===== config.mk =====
export PLATFORM = sky130hd
export DESIGN_NAME = io_bus_host
export DESIGN_NICKNAME = d
export VERILOG_FILES = /design/src/io_host_pkg.sv /design/src/sync_stages.sv /design/src/tick_divider.sv /design/src/io_bus_host.sv
export SDC_FILE = /design/constraint.sdc
export NUM_CORES = 2
export LEC_CHECK = 0
export ABC_CLOCK_PERIOD_IN_PS = 10600
export BUFFER_PORTS_ARGS = -buffer_cell sky130_fd_sc_hd__buf_2
export CAP_MARGIN = 20
export CORE_MARGIN = 4
export CORE_UTILIZATION = 40
export CTS_CLUSTER_DIAMETER = 30
export DETAILED_ROUTE_END_ITERATION = 7
export SYNTH_ARGS = -nofsm -noshare
export SYNTH_HDL_FRONTEND = slang
export SYNTH_HIERARCHICAL = 1
export SYNTH_SLANG_ARGS = --single-unit

===== constraint.sdc =====
create_clock -name core_clk -period 10.6 [get_ports core_clk]
set_clock_uncertainty 0.2 [all_clocks]
set_input_delay 1.59 -clock core_clk [delete_from_list [all_inputs] [get_ports core_clk]]
set_output_delay 1.59 -clock core_clk [all_outputs]
set_load 0.1 [all_outputs]

===== src/io_host_pkg.sv =====
// constants, field layouts and enumerations for the i/o bus host controller
// assumes a 50 MHz core clock; all bus lines are active low outside the host
package io_host_pkg;

  localparam int CLK_NS = 20;

  // timing
  localparam int SELECT_MIN_NS = 350;
  localparam int SELECT_MIN_CYCLES = (SELECT_MIN_NS + CLK_NS - 1) / CLK_NS;
  localparam int US_NS = 1000;
  localparam int TICK_CYCLES = US_NS / CLK_NS;
  localparam int REPLY_TIMEOUT_US = 30;
  localparam int WIPE_NS = 1000;
  localparam int WIPE_CYCLES = (WIPE_NS + CLK_NS - 1) / CLK_NS;

  // register offsets (byte addresses on the command port)
  localparam logic [7:0] CTRL_OFFSET = 8'h00;
  localparam logic [7:0] STAT_OFFSET = 8'h04;
  localparam logic [7:0] RESULT_OFFSET = 8'h08;
  localparam logic [7:0] BUF_OFFSET = 8'h0c;

  // control register fields
  localparam int CTRL_OP_LSB = 0;
  localparam int CTRL_BYTE_LSB = 8;
  localparam int CTRL_START_LSB = 16;

  // status register fields
  localparam int STAT_BUSY_BIT = 0;
  localparam int STAT_DONE_BIT = 1;
  localparam int STAT_CARRY_BIT = 2;
  localparam int STAT_SKIP_BIT = 3;
  localparam int STAT_ATTN_BIT = 4;
  localparam int STAT_ERR_BIT = 5;

  // result register fields
  localparam int RESULT_BYTE_LSB = 0;
  localparam int RESULT_COUNT_LSB = 8;

  // device status byte layout
  localparam int DEV_BUSY_BIT = 4;
  localparam int DEV_ERR_LSB = 5;
  localparam int DEV_ERR_MSB = 7;

  // reset values
  localparam logic [7:0] LINES_IDLE = 8'hff;
  localparam logic [7:0] BYTE_RESET = 8'h00;
  localparam logic [31:0] RDATA_RESET = 32'h00000000;

  typedef enum logic [3:0] {
    OP_SELECT,
    OP_OUTPUT_COMMAND,
    OP_WRITE_BYTE,
    OP_SENSE,
    OP_READ_BYTE,
    OP_INTERRUPT_ACK,
    OP_TEST_READ_SKIP,
    OP_TEST_WRITE_SKIP,
    OP_BLOCK_READ,
    OP_SYSTEM_WIPE
  } op_t;

  typedef enum logic [2:0] {
    LN_SELECT,
    LN_COMMAND,
    LN_OUT_BYTE,
    LN_STATUS,
    LN_IN_BYTE,
    LN_GRANT
  } line_t;

  typedef enum logic [2:0] {
    ST_IDLE,
    ST_SETUP,
    ST_ASSERT,
    ST_DROP,
    ST_WAITREL,
    ST_WIPE
  } state_t;

endpackage : io_host_pkg


===== src/sync_stages.sv =====
// two-flop synchroniser for a group of asynchronous bus inputs
// assumes each bit settles independently; reset value is the idle level
`timescale 1ns/1ns
`default_nettype none
module sync_stages #(
  parameter int WIDTH = 1,
  parameter logic [WIDTH-1:0] RESET_VAL = '1
) (
  input wire logic clk,
  input wire logic rst,
  input wire logic [WIDTH-1:0] din,
  output logic [WIDTH-1:0] dout
);

  logic [WIDTH-1:0] stage1_reg;

  // first stage feeds only the second
  always_ff @(posedge clk) begin
    if (rst) begin
      stage1_reg <= RESET_VAL;
      dout <= RESET_VAL;
    end else begin
      stage1_reg <= din;
      dout <= stage1_reg;
    end
  end

endmodule : sync_stages
`default_nettype wire


===== src/tick_divider.sv =====
// divider giving a one-cycle enable pulse every DIV cycles
// assumes clear is held while the timed interval is not running
`timescale 1ns/1ns
`default_nettype none
module tick_divider #(
  parameter int DIV = 50
) (
  input wire logic clk,
  input wire logic rst,
  input wire logic clear,
  output logic tick
);

  localparam int CW = $clog2(DIV + 1);
  localparam logic [CW-1:0] LAST = CW'(DIV - 1);

  logic [CW-1:0] count_reg;

  always_ff @(posedge clk) begin
    if (rst || clear) begin
      count_reg <= '0;
      tick <= 1'b0;
    end else if (count_reg == LAST) begin
      count_reg <= '0;
      tick <= 1'b1;
    end else begin
      count_reg <= count_reg + CW'(1);
      tick <= 1'b0;
    end
  end

endmodule : tick_divider
`default_nettype wire


===== src/io_bus_host.sv =====
// processor-side controller for the asynchronous request/reply i/o bus
// assumes device controllers on the far side; all bus pins active low
// Functional notes
// - select: drive device number on outbound lines, then assert select strobe
// - on reply drop select strobe first, then the byte; wait reply release
// - no reply in about 30 us: abort, set carry flag
// - select strobe held at least 350 ns
// - latch returned byte on reply, only then release the line
// - exchange data only while device status bits 4 to 7 read zero; only the test ops check this, plain read and write byte ops do not
// - after capturing number drop grant; device then drops reply
// - test ops: status bit 5, 6 or 7 set loads status, no skip
// - busy only: hold query until busy clears, then read request
// - write variant: after status reply release send byte with strobe
// - successful test-and-transfer sets the skip indication
// - block read repeats test-and-read into buffer until page end
// - busy is status bit 4, errors bits 5 to 7
// - every bus line is active low
`timescale 1ns/1ns
`default_nettype none
module io_bus_host (
  input wire logic core_clk,
  input wire logic rst,
  input wire logic [7:0] regAddr,
  input wire logic [31:0] regWdata,
  input wire logic regWrite,
  input wire logic regRead,
  output logic [31:0] regRdata,
  output logic [7:0] outboundByteLinesN,
  output logic selectStrobeN,
  output logic commandStrobeN,
  output logic outboundByteStrobeN,
  output logic statusQueryN,
  output logic inboundByteRequestN,
  output logic grantOutN,
  output logic systemWipeN,
  input wire logic [7:0] returnByteLinesN,
  input wire logic handshakeReplyN,
  input wire logic attentionLineN
);

  // strobe pin stays low at least as many cycles as this threshold
  localparam logic [4:0] SEL_LAST = 5'(io_host_pkg::SELECT_MIN_CYCLES);
  localparam logic [4:0] TIMEOUT_LAST = 5'(io_host_pkg::REPLY_TIMEOUT_US - 1);
  localparam logic [5:0] WIPE_LAST = 6'(io_host_pkg::WIPE_CYCLES - 1);

  io_host_pkg::state_t state_reg;
  io_host_pkg::op_t op_reg;
  io_host_pkg::line_t line_reg;
  logic lineOn_reg;
  logic byteOn_reg;
  logic [7:0] byteOut_reg;
  logic [4:0] width_reg;
  logic [4:0] timeout_reg;
  logic [5:0] wipeCnt_reg;
  logic [7:0] ptr_reg;
  logic [8:0] count_reg;
  logic [7:0] result_reg;
  logic err_reg;
  logic done_reg;
  logic carry_reg;
  logic skip_reg;
  logic wipeOn_reg;
  logic [7:0] bufIdx_reg;
  logic [7:0] pageBuf [0:255];

  logic [9:0] syncedN;
  logic replySeen;
  logic attnSeen;
  logic [7:0] retByte;
  logic usTick;
  logic testOp;
  logic outbound;
  logic timeoutHit;
  logic bufWrite;
  logic startOk;

  sync_stages #(
    .WIDTH(10),
    .RESET_VAL(10'h3ff)
  ) u_sync (
    .clk(core_clk),
    .rst(rst),
    .din({attentionLineN, handshakeReplyN, returnByteLinesN}),
    .dout(syncedN)
  );

  // lines are active low; flip once here
  assign attnSeen = ~syncedN[9];
  assign replySeen = ~syncedN[8];
  assign retByte = ~syncedN[7:0];

  tick_divider #(
    .DIV(io_host_pkg::TICK_CYCLES)
  ) u_tick (
    .clk(core_clk),
    .rst(rst),
    .clear(state_reg != io_host_pkg::ST_ASSERT),
    .tick(usTick)
  );

  assign testOp = (op_reg == io_host_pkg::OP_TEST_READ_SKIP) ||
                  (op_reg == io_host_pkg::OP_TEST_WRITE_SKIP) ||
                  (op_reg == io_host_pkg::OP_BLOCK_READ);
  assign outbound = (line_reg == io_host_pkg::LN_SELECT) ||
                    (line_reg == io_host_pkg::LN_COMMAND) ||
                    (line_reg == io_host_pkg::LN_OUT_BYTE);
  // timeout only while the reply is still missing
  assign timeoutHit = (state_reg == io_host_pkg::ST_ASSERT) && !replySeen &&
                      usTick && (timeout_reg == TIMEOUT_LAST);
  assign bufWrite = (state_reg == io_host_pkg::ST_WAITREL) && !replySeen &&
                    (op_reg == io_host_pkg::OP_BLOCK_READ) &&
                    (line_reg == io_host_pkg::LN_IN_BYTE);
  assign startOk = regWrite && (regAddr == io_host_pkg::CTRL_OFFSET) &&
                   (state_reg == io_host_pkg::ST_IDLE) &&
                   (regWdata[io_host_pkg::CTRL_OP_LSB +: 4] <= io_host_pkg::OP_SYSTEM_WIPE);

  function automatic io_host_pkg::line_t first_line(input io_host_pkg::op_t op);
    case (op)
      io_host_pkg::OP_SELECT: first_line = io_host_pkg::LN_SELECT;
      io_host_pkg::OP_OUTPUT_COMMAND: first_line = io_host_pkg::LN_COMMAND;
      io_host_pkg::OP_WRITE_BYTE: first_line = io_host_pkg::LN_OUT_BYTE;
      io_host_pkg::OP_READ_BYTE: first_line = io_host_pkg::LN_IN_BYTE;
      io_host_pkg::OP_INTERRUPT_ACK: first_line = io_host_pkg::LN_GRANT;
      default: first_line = io_host_pkg::LN_STATUS;
    endcase
  endfunction : first_line

  // sequencer
  always_ff @(posedge core_clk) begin
    if (rst) begin
      state_reg <= io_host_pkg::ST_IDLE;
      op_reg <= io_host_pkg::OP_SELECT;
      line_reg <= io_host_pkg::LN_SELECT;
      lineOn_reg <= 1'b0;
      byteOn_reg <= 1'b0;
      byteOut_reg <= io_host_pkg::BYTE_RESET;
      width_reg <= 5'h00;
      timeout_reg <= 5'h00;
      wipeCnt_reg <= 6'h00;
      ptr_reg <= 8'h00;
      count_reg <= 9'h000;
      result_reg <= io_host_pkg::BYTE_RESET;
      err_reg <= 1'b0;
      done_reg <= 1'b0;
      carry_reg <= 1'b0;
      skip_reg <= 1'b0;
      wipeOn_reg <= 1'b0;
    end else begin
      case (state_reg)
        io_host_pkg::ST_IDLE: begin
          if (startOk) begin
            op_reg <= io_host_pkg::op_t'(regWdata[io_host_pkg::CTRL_OP_LSB +: 4]);
            line_reg <= first_line(io_host_pkg::op_t'(regWdata[io_host_pkg::CTRL_OP_LSB +: 4]));
            byteOut_reg <= regWdata[io_host_pkg::CTRL_BYTE_LSB +: 8];
            ptr_reg <= regWdata[io_host_pkg::CTRL_START_LSB +: 8];
            count_reg <= 9'h000;
            err_reg <= 1'b0;
            done_reg <= 1'b0;
            carry_reg <= 1'b0;
            skip_reg <= 1'b0;
            if (regWdata[io_host_pkg::CTRL_OP_LSB +: 4] == io_host_pkg::OP_SYSTEM_WIPE) begin
              wipeOn_reg <= 1'b1;
              wipeCnt_reg <= 6'h00;
              state_reg <= io_host_pkg::ST_WIPE;
            end else begin
              state_reg <= io_host_pkg::ST_SETUP;
            end
          end
        end
        io_host_pkg::ST_SETUP: begin
          // byte goes out one cycle ahead of its strobe
          byteOn_reg <= outbound;
          state_reg <= io_host_pkg::ST_ASSERT;
          width_reg <= 5'h00;
          timeout_reg <= 5'h00;
        end
        io_host_pkg::ST_ASSERT: begin
          lineOn_reg <= 1'b1;
          if (width_reg != 5'h1f) begin
            width_reg <= width_reg + 5'h01;
          end
          if (usTick) begin
            timeout_reg <= timeout_reg + 5'h01;
          end
          if (timeoutHit) begin
            carry_reg <= 1'b1;
            done_reg <= 1'b1;
            lineOn_reg <= 1'b0;
            byteOn_reg <= 1'b0;
            state_reg <= io_host_pkg::ST_IDLE;
          end else if (replySeen && lineOn_reg) begin
            if (outbound) begin
              if (line_reg != io_host_pkg::LN_SELECT || width_reg >= SEL_LAST) begin
                lineOn_reg <= 1'b0;
                state_reg <= io_host_pkg::ST_DROP;
              end
            end else if (line_reg == io_host_pkg::LN_STATUS && testOp) begin
              if (|retByte[io_host_pkg::DEV_ERR_MSB:io_host_pkg::DEV_ERR_LSB]) begin
                result_reg <= retByte;
                err_reg <= 1'b1;
                lineOn_reg <= 1'b0;
                state_reg <= io_host_pkg::ST_WAITREL;
              end else if (!retByte[io_host_pkg::DEV_BUSY_BIT]) begin
                result_reg <= retByte;
                lineOn_reg <= 1'b0;
                state_reg <= io_host_pkg::ST_WAITREL;
              end
            end else begin
              // status, inbound byte or device number
              result_reg <= retByte;
              lineOn_reg <= 1'b0;
              state_reg <= io_host_pkg::ST_WAITREL;
            end
          end
        end
        io_host_pkg::ST_DROP: begin
          byteOn_reg <= 1'b0;
          state_reg <= io_host_pkg::ST_WAITREL;
        end
        io_host_pkg::ST_WAITREL: begin
          if (!replySeen) begin
            if (testOp && line_reg == io_host_pkg::LN_STATUS && !err_reg) begin
              if (op_reg == io_host_pkg::OP_TEST_WRITE_SKIP) begin
                line_reg <= io_host_pkg::LN_OUT_BYTE;
              end else begin
                line_reg <= io_host_pkg::LN_IN_BYTE;
              end
              state_reg <= io_host_pkg::ST_SETUP;
            end else if (bufWrite) begin
              ptr_reg <= ptr_reg + 8'h01;
              count_reg <= count_reg + 9'h001;
              if (ptr_reg == 8'hff) begin
                done_reg <= 1'b1;
                state_reg <= io_host_pkg::ST_IDLE;
              end else begin
                line_reg <= io_host_pkg::LN_STATUS;
                state_reg <= io_host_pkg::ST_SETUP;
              end
            end else begin
              skip_reg <= !err_reg && ((op_reg == io_host_pkg::OP_TEST_READ_SKIP) ||
                          (op_reg == io_host_pkg::OP_TEST_WRITE_SKIP));
              done_reg <= 1'b1;
              state_reg <= io_host_pkg::ST_IDLE;
            end
          end
        end
        io_host_pkg::ST_WIPE: begin
          wipeCnt_reg <= wipeCnt_reg + 6'h01;
          if (wipeCnt_reg == WIPE_LAST) begin
            wipeOn_reg <= 1'b0;
            done_reg <= 1'b1;
            state_reg <= io_host_pkg::ST_IDLE;
          end
        end
        default: begin
          state_reg <= io_host_pkg::ST_IDLE;
        end
      endcase
    end
  end

  // pins follow the sequencer one cycle later, inverted
  always_ff @(posedge core_clk) begin
    if (rst) begin
      outboundByteLinesN <= io_host_pkg::LINES_IDLE;
      selectStrobeN <= 1'b1;
      commandStrobeN <= 1'b1;
      outboundByteStrobeN <= 1'b1;
      statusQueryN <= 1'b1;
      inboundByteRequestN <= 1'b1;
      grantOutN <= 1'b1;
      systemWipeN <= 1'b1;
    end else begin
      outboundByteLinesN <= byteOn_reg ? ~byteOut_reg : io_host_pkg::LINES_IDLE;
      selectStrobeN <= !(lineOn_reg && line_reg == io_host_pkg::LN_SELECT);
      commandStrobeN <= !(lineOn_reg && line_reg == io_host_pkg::LN_COMMAND);
      outboundByteStrobeN <= !(lineOn_reg && line_reg == io_host_pkg::LN_OUT_BYTE);
      statusQueryN <= !(lineOn_reg && line_reg == io_host_pkg::LN_STATUS);
      inboundByteRequestN <= !(lineOn_reg && line_reg == io_host_pkg::LN_IN_BYTE);
      grantOutN <= !(lineOn_reg && line_reg == io_host_pkg::LN_GRANT);
      systemWipeN <= !wipeOn_reg;
    end
  end

  // page buffer for block reads
  always_ff @(posedge core_clk) begin
    if (bufWrite) begin
      pageBuf[ptr_reg] <= result_reg;
    end
  end

  // buffer read index: set by write, steps on each read
  always_ff @(posedge core_clk) begin
    if (rst) begin
      bufIdx_reg <= 8'h00;
    end else if (regWrite && regAddr == io_host_pkg::BUF_OFFSET) begin
      bufIdx_reg <= regWdata[7:0];
    end else if (regRead && regAddr == io_host_pkg::BUF_OFFSET) begin
      bufIdx_reg <= bufIdx_reg + 8'h01;
    end
  end

  // read data stand only in the cycle after the strobe
  always_ff @(posedge core_clk) begin
    if (rst) begin
      regRdata <= io_host_pkg::RDATA_RESET;
    end else begin
      regRdata <= io_host_pkg::RDATA_RESET;
      if (regRead) begin
        case (regAddr)
          io_host_pkg::STAT_OFFSET: begin
            regRdata[io_host_pkg::STAT_BUSY_BIT] <= state_reg != io_host_pkg::ST_IDLE;
            regRdata[io_host_pkg::STAT_DONE_BIT] <= done_reg;
            regRdata[io_host_pkg::STAT_CARRY_BIT] <= carry_reg;
            regRdata[io_host_pkg::STAT_SKIP_BIT] <= skip_reg;
            regRdata[io_host_pkg::STAT_ATTN_BIT] <= attnSeen;
            regRdata[io_host_pkg::STAT_ERR_BIT] <= err_reg;
          end
          io_host_pkg::RESULT_OFFSET: begin
            regRdata[io_host_pkg::RESULT_BYTE_LSB +: 8] <= result_reg;
            regRdata[io_host_pkg::RESULT_COUNT_LSB +: 9] <= count_reg;
          end
          io_host_pkg::BUF_OFFSET: begin
            regRdata[7:0] <= pageBuf[bufIdx_reg];
          end
          default: begin
            regRdata <= io_host_pkg::RDATA_RESET;
          end
        endcase
      end
    end
  end

endmodule : io_bus_host
`default_nettype wire


==> results_dict.tcl <==
set metrics [dict create \
    status "finished clean" \
    die_area_um2 220900 \
    min_from "byteOut_reg[1]" \
    path_buf_inv 2 \
    crit_arrival_ns 5.72 \
    syn_to_final_growth_pct 21.84 \
    p_per_area_nw_per_um2 226.2 \
    rrSetupSlack_ns 5.49 \
    synth.avg_cell_area_um2 19.24 \
    maxSlewHeadroom_pct 2.860 \
    yosysTopAreaCell "edfxtp_1" \
    finalCriticalPeriod_ns 5.109 \
    drcViolationCount 0 \
    place.gp.congestion 0.8492 \
    largest_reg_flops 2048 \
    ys_warn_count 6 \
    drtIter0Drc 5765 \
    synth_commonest_cells "2048 x edfxtp_1, 483 x mux4_2, 373 x nor2_1" \
    hold_depth 1 \
    critPathKind "reg2reg" \
    max_freq_mhz 195.8 \
    ys_seq_elements 2189 \
    critPathMostFrequentCell "buf_4" \
    vias 46530 \
    startpoint_type "register" \
    netlist_top_cells_area "edfxtp_1 72%, mux4_2 13%, dfxtp_1 3.3%" \
    cts_buffers 447 \
    switchingPower_uw 4736 \
    hold_violations 0 \
    min_path_type "reg2reg" \
    slew_viol_final 0 \
    ctsHoldBuffers 0 \
    slowest_stage "dfxtp_4" \
    cap_violations 0 \
    first_global_vias 46350 \
    dp_cells 7151 \
    drive_above_1_share_pct 27.65 \
    rsz0062_at_grt "false" \
    grt_first_pass_wirelength_mm 343.4 \
    hold_path_end "outboundByteLinesN[1]" \
    synth_cell_types 79 \
    dieHeight_um 470.0 \
    cpLargestDelayFamily "buffers and inverters" \
    swShare_pct 20.12 \
    seq_area_frac_synth_pct 75.33 \
    insertion_delay_ns 0.98 \
    required_ns 11.21 \
    finalSetupTns_ns 0 \
    numPortBuffers 77 \
    top_regs "pageBuf: 2048 flops, regRdata: 17 flops" \
    regMostFlops "pageBuf" \
    p_leak_uw 0.03321 \
    final_cell_count_no_fill 7972 \
    cts.repair.resized 0 \
    syn_inst 4437 \
    yosysMostFrequentCell "edfxtp_1" \
    antenna_found_initial 9 \
    cts_setup_buffers 0 \
    io_pins 101 \
    power_frac_comb_pct 1.0 \
    htree_num_levels 5 \
    slowest_delay_ns 0.92 \
    synth_edf_count 2048 \
    yosysTopAreaCellShare_pct 72.02 \
    grt_start_max_net_pins 222 \
    p_int_uw 18800 \
    rows 169 \
    vias_per_cell 5.836 \
    design.core.area_um2 212300 \
    track_usage_pct 21.44 \
    wire_per_inst_um 30.16 \
    n_fill_cell 17280 \
    setup_ws_ns 5.491 \
    wl_mm 240.4 \
    reg2reg_depth 9 \
    synthArstFlopShare_pct 0 \
    vdd_ir_drop_max_mv 0.1645 \
    ant_nets 0 \
    dr.pass1.iters 5 \
    worstPathCellList "buf_4, buf_4, mux4_2, o22ai_1, nor2_1, a211o_1, a31oi_1, nor3b_1, o32ai_1" \
    pre_cts_slack_ns 5.308 \
    start_util_pct 40.22 \
    place_hpwl_mm 139.9 \
    cts.sinks 2189 \
    cp-end-kind "register" \
    cts_tree "built" \
    clkPwrFrac_pct 59.2 \
    clock-root-buffer "clkbuf_16" \
    setup_violations 0 \
    worst_pin_slew_ns 1.457 \
    finalCritPeriodShare_pct 48.19 \
    seqPwrFrac_pct 39.8 \
    cp_max_fo 39 \
    ys.flop_type "edfxtp_1" \
    grt_overflow 0 \
    clock_path_buffers 4 \
    clkTransAtPathRegs_ns 0.05 \
    r2r_end "regRdata[1]" \
    netlist_area_um2 85390 \
    die_w_um 470.0 \
    layout.nets 4850 \
]
==> worst max-delay path by stage <==
| stage | startpoint | to | slack, ns | cells after the start |
|---|---|---|---|---|
| 3_3_place_gp | register | regRdata[1] | 5.33 | 9 |
| 4_1_cts | register | regRdata[3] | 5.33 | 9 |
| 6_report | register | regRdata[1] | 5.49 | 9 |
| 2_1_floorplan | result_reg[2] | regRdata[2] | 6.00 | 3 |
| 5_1_grt | register | regRdata[3] | 5.20 | 9 |
| 3_5_place_dp | register | regRdata[1] | 5.31 | 9 |
==> cell usage in the layout (no fill, tap or decap), types with 36 or more instances in the layout <==
master      synthesis  routed
edfxtp_1         2048    2048
clkinv_2            0      76
a22oi_1            56      56
a21oi_1            79      79
o22ai_1            38      38
clkinv_4            0      36
mux4_2            483     483
clkinv_1            1      48
clkbuf_16           0     452
nand3_1            56      56
nor2_1            373     372
dfxtp_1           141     127
mux2i_1           155     155
buf_2              65      77
nand2_1           190     189
bufinv_16           0      65
clkbuf_1          134      45
o21ai_0            56      56
clkinvlp_4          0      51
buf_4              55      76
==> per-stage QoR <==
stage	hold slack [ns]	total power, uW	area, um^2	util (%)
CTS	0.1775	23650	104000	48.99
detailed placement	0.1669	9754	88860	41.85
floorplan	0.1582	9690	85440	-
global placement	0.1676	9750	88860	41.85
global route	0.1836	24150	104000	49.00
finish	0.1759	23530	104000	49.01
==> kinds of logic (layout without fill, tap and decap cells) <==
logic type                 count (synthesis)  after routing  share of synthesized area [%]
buffers and inverters                    308           1004                          1.719
muxes                                    647            647                          14.68
xor gates and xnor gates                  18             18                         0.1846
DFF                                     2189           2189                          75.33
AOI/OAI and AO/OA                        420            420                          3.417
adders and majority gates                 15             15                         0.2198
and+or+nand+nor                          839            839                          4.450
other                                      1             19                       0.004392
==> power groups by stage <==
stage	Combinational [uW]	Sequential [uW]	Clock [uW]
CTS	225	9370	14100
global route	245	9360	14500
floorplan	169	9520	0
finish	226	9370	13900
detailed placement	224	9530	0
global placement	222	9530	0
==> metal layers <==
metal | part of all wire (%) | vias to the layer above | track usage, %
li1 | - | 18920 | -
met1 | 40 | 24650 | 29.87
met2 | 47 | 2507 | 33.19
met3 | 9.9 | 444 | 5.115
met4 | 3.3 | 0 | 7.462
met5 | 0 | - | 0.1514
==> worst reg2reg max path, stage by stage, from the launching register on <==
cell     delay (ns)
dfxtp_4        0.92
buf_4          0.68
buf_4          0.61
mux4_2         0.64
o22ai_1        0.25
nor2_1         0.11
a211o_1        0.31
a31oi_1        0.27
nor3b_1        0.81
o32ai_1        0.22
==> final cells by class <==
type	count	area, um^2	share of cell area (%)
Clock buffer	503	11560	11.11
Multi-Input combinational cell	1954	19680	18.92
Sequential cell	2189	64370	61.87
Clock inverter	312	3586	3.447
Inverter	23	87.58	0.08419
Antenna cell	4	10.01	0.009621
Timing Repair Buffer	166	1211	1.164
Tap cell	2821	3530	3.393
Note: power is estimated with default switching activity, not from simulation.
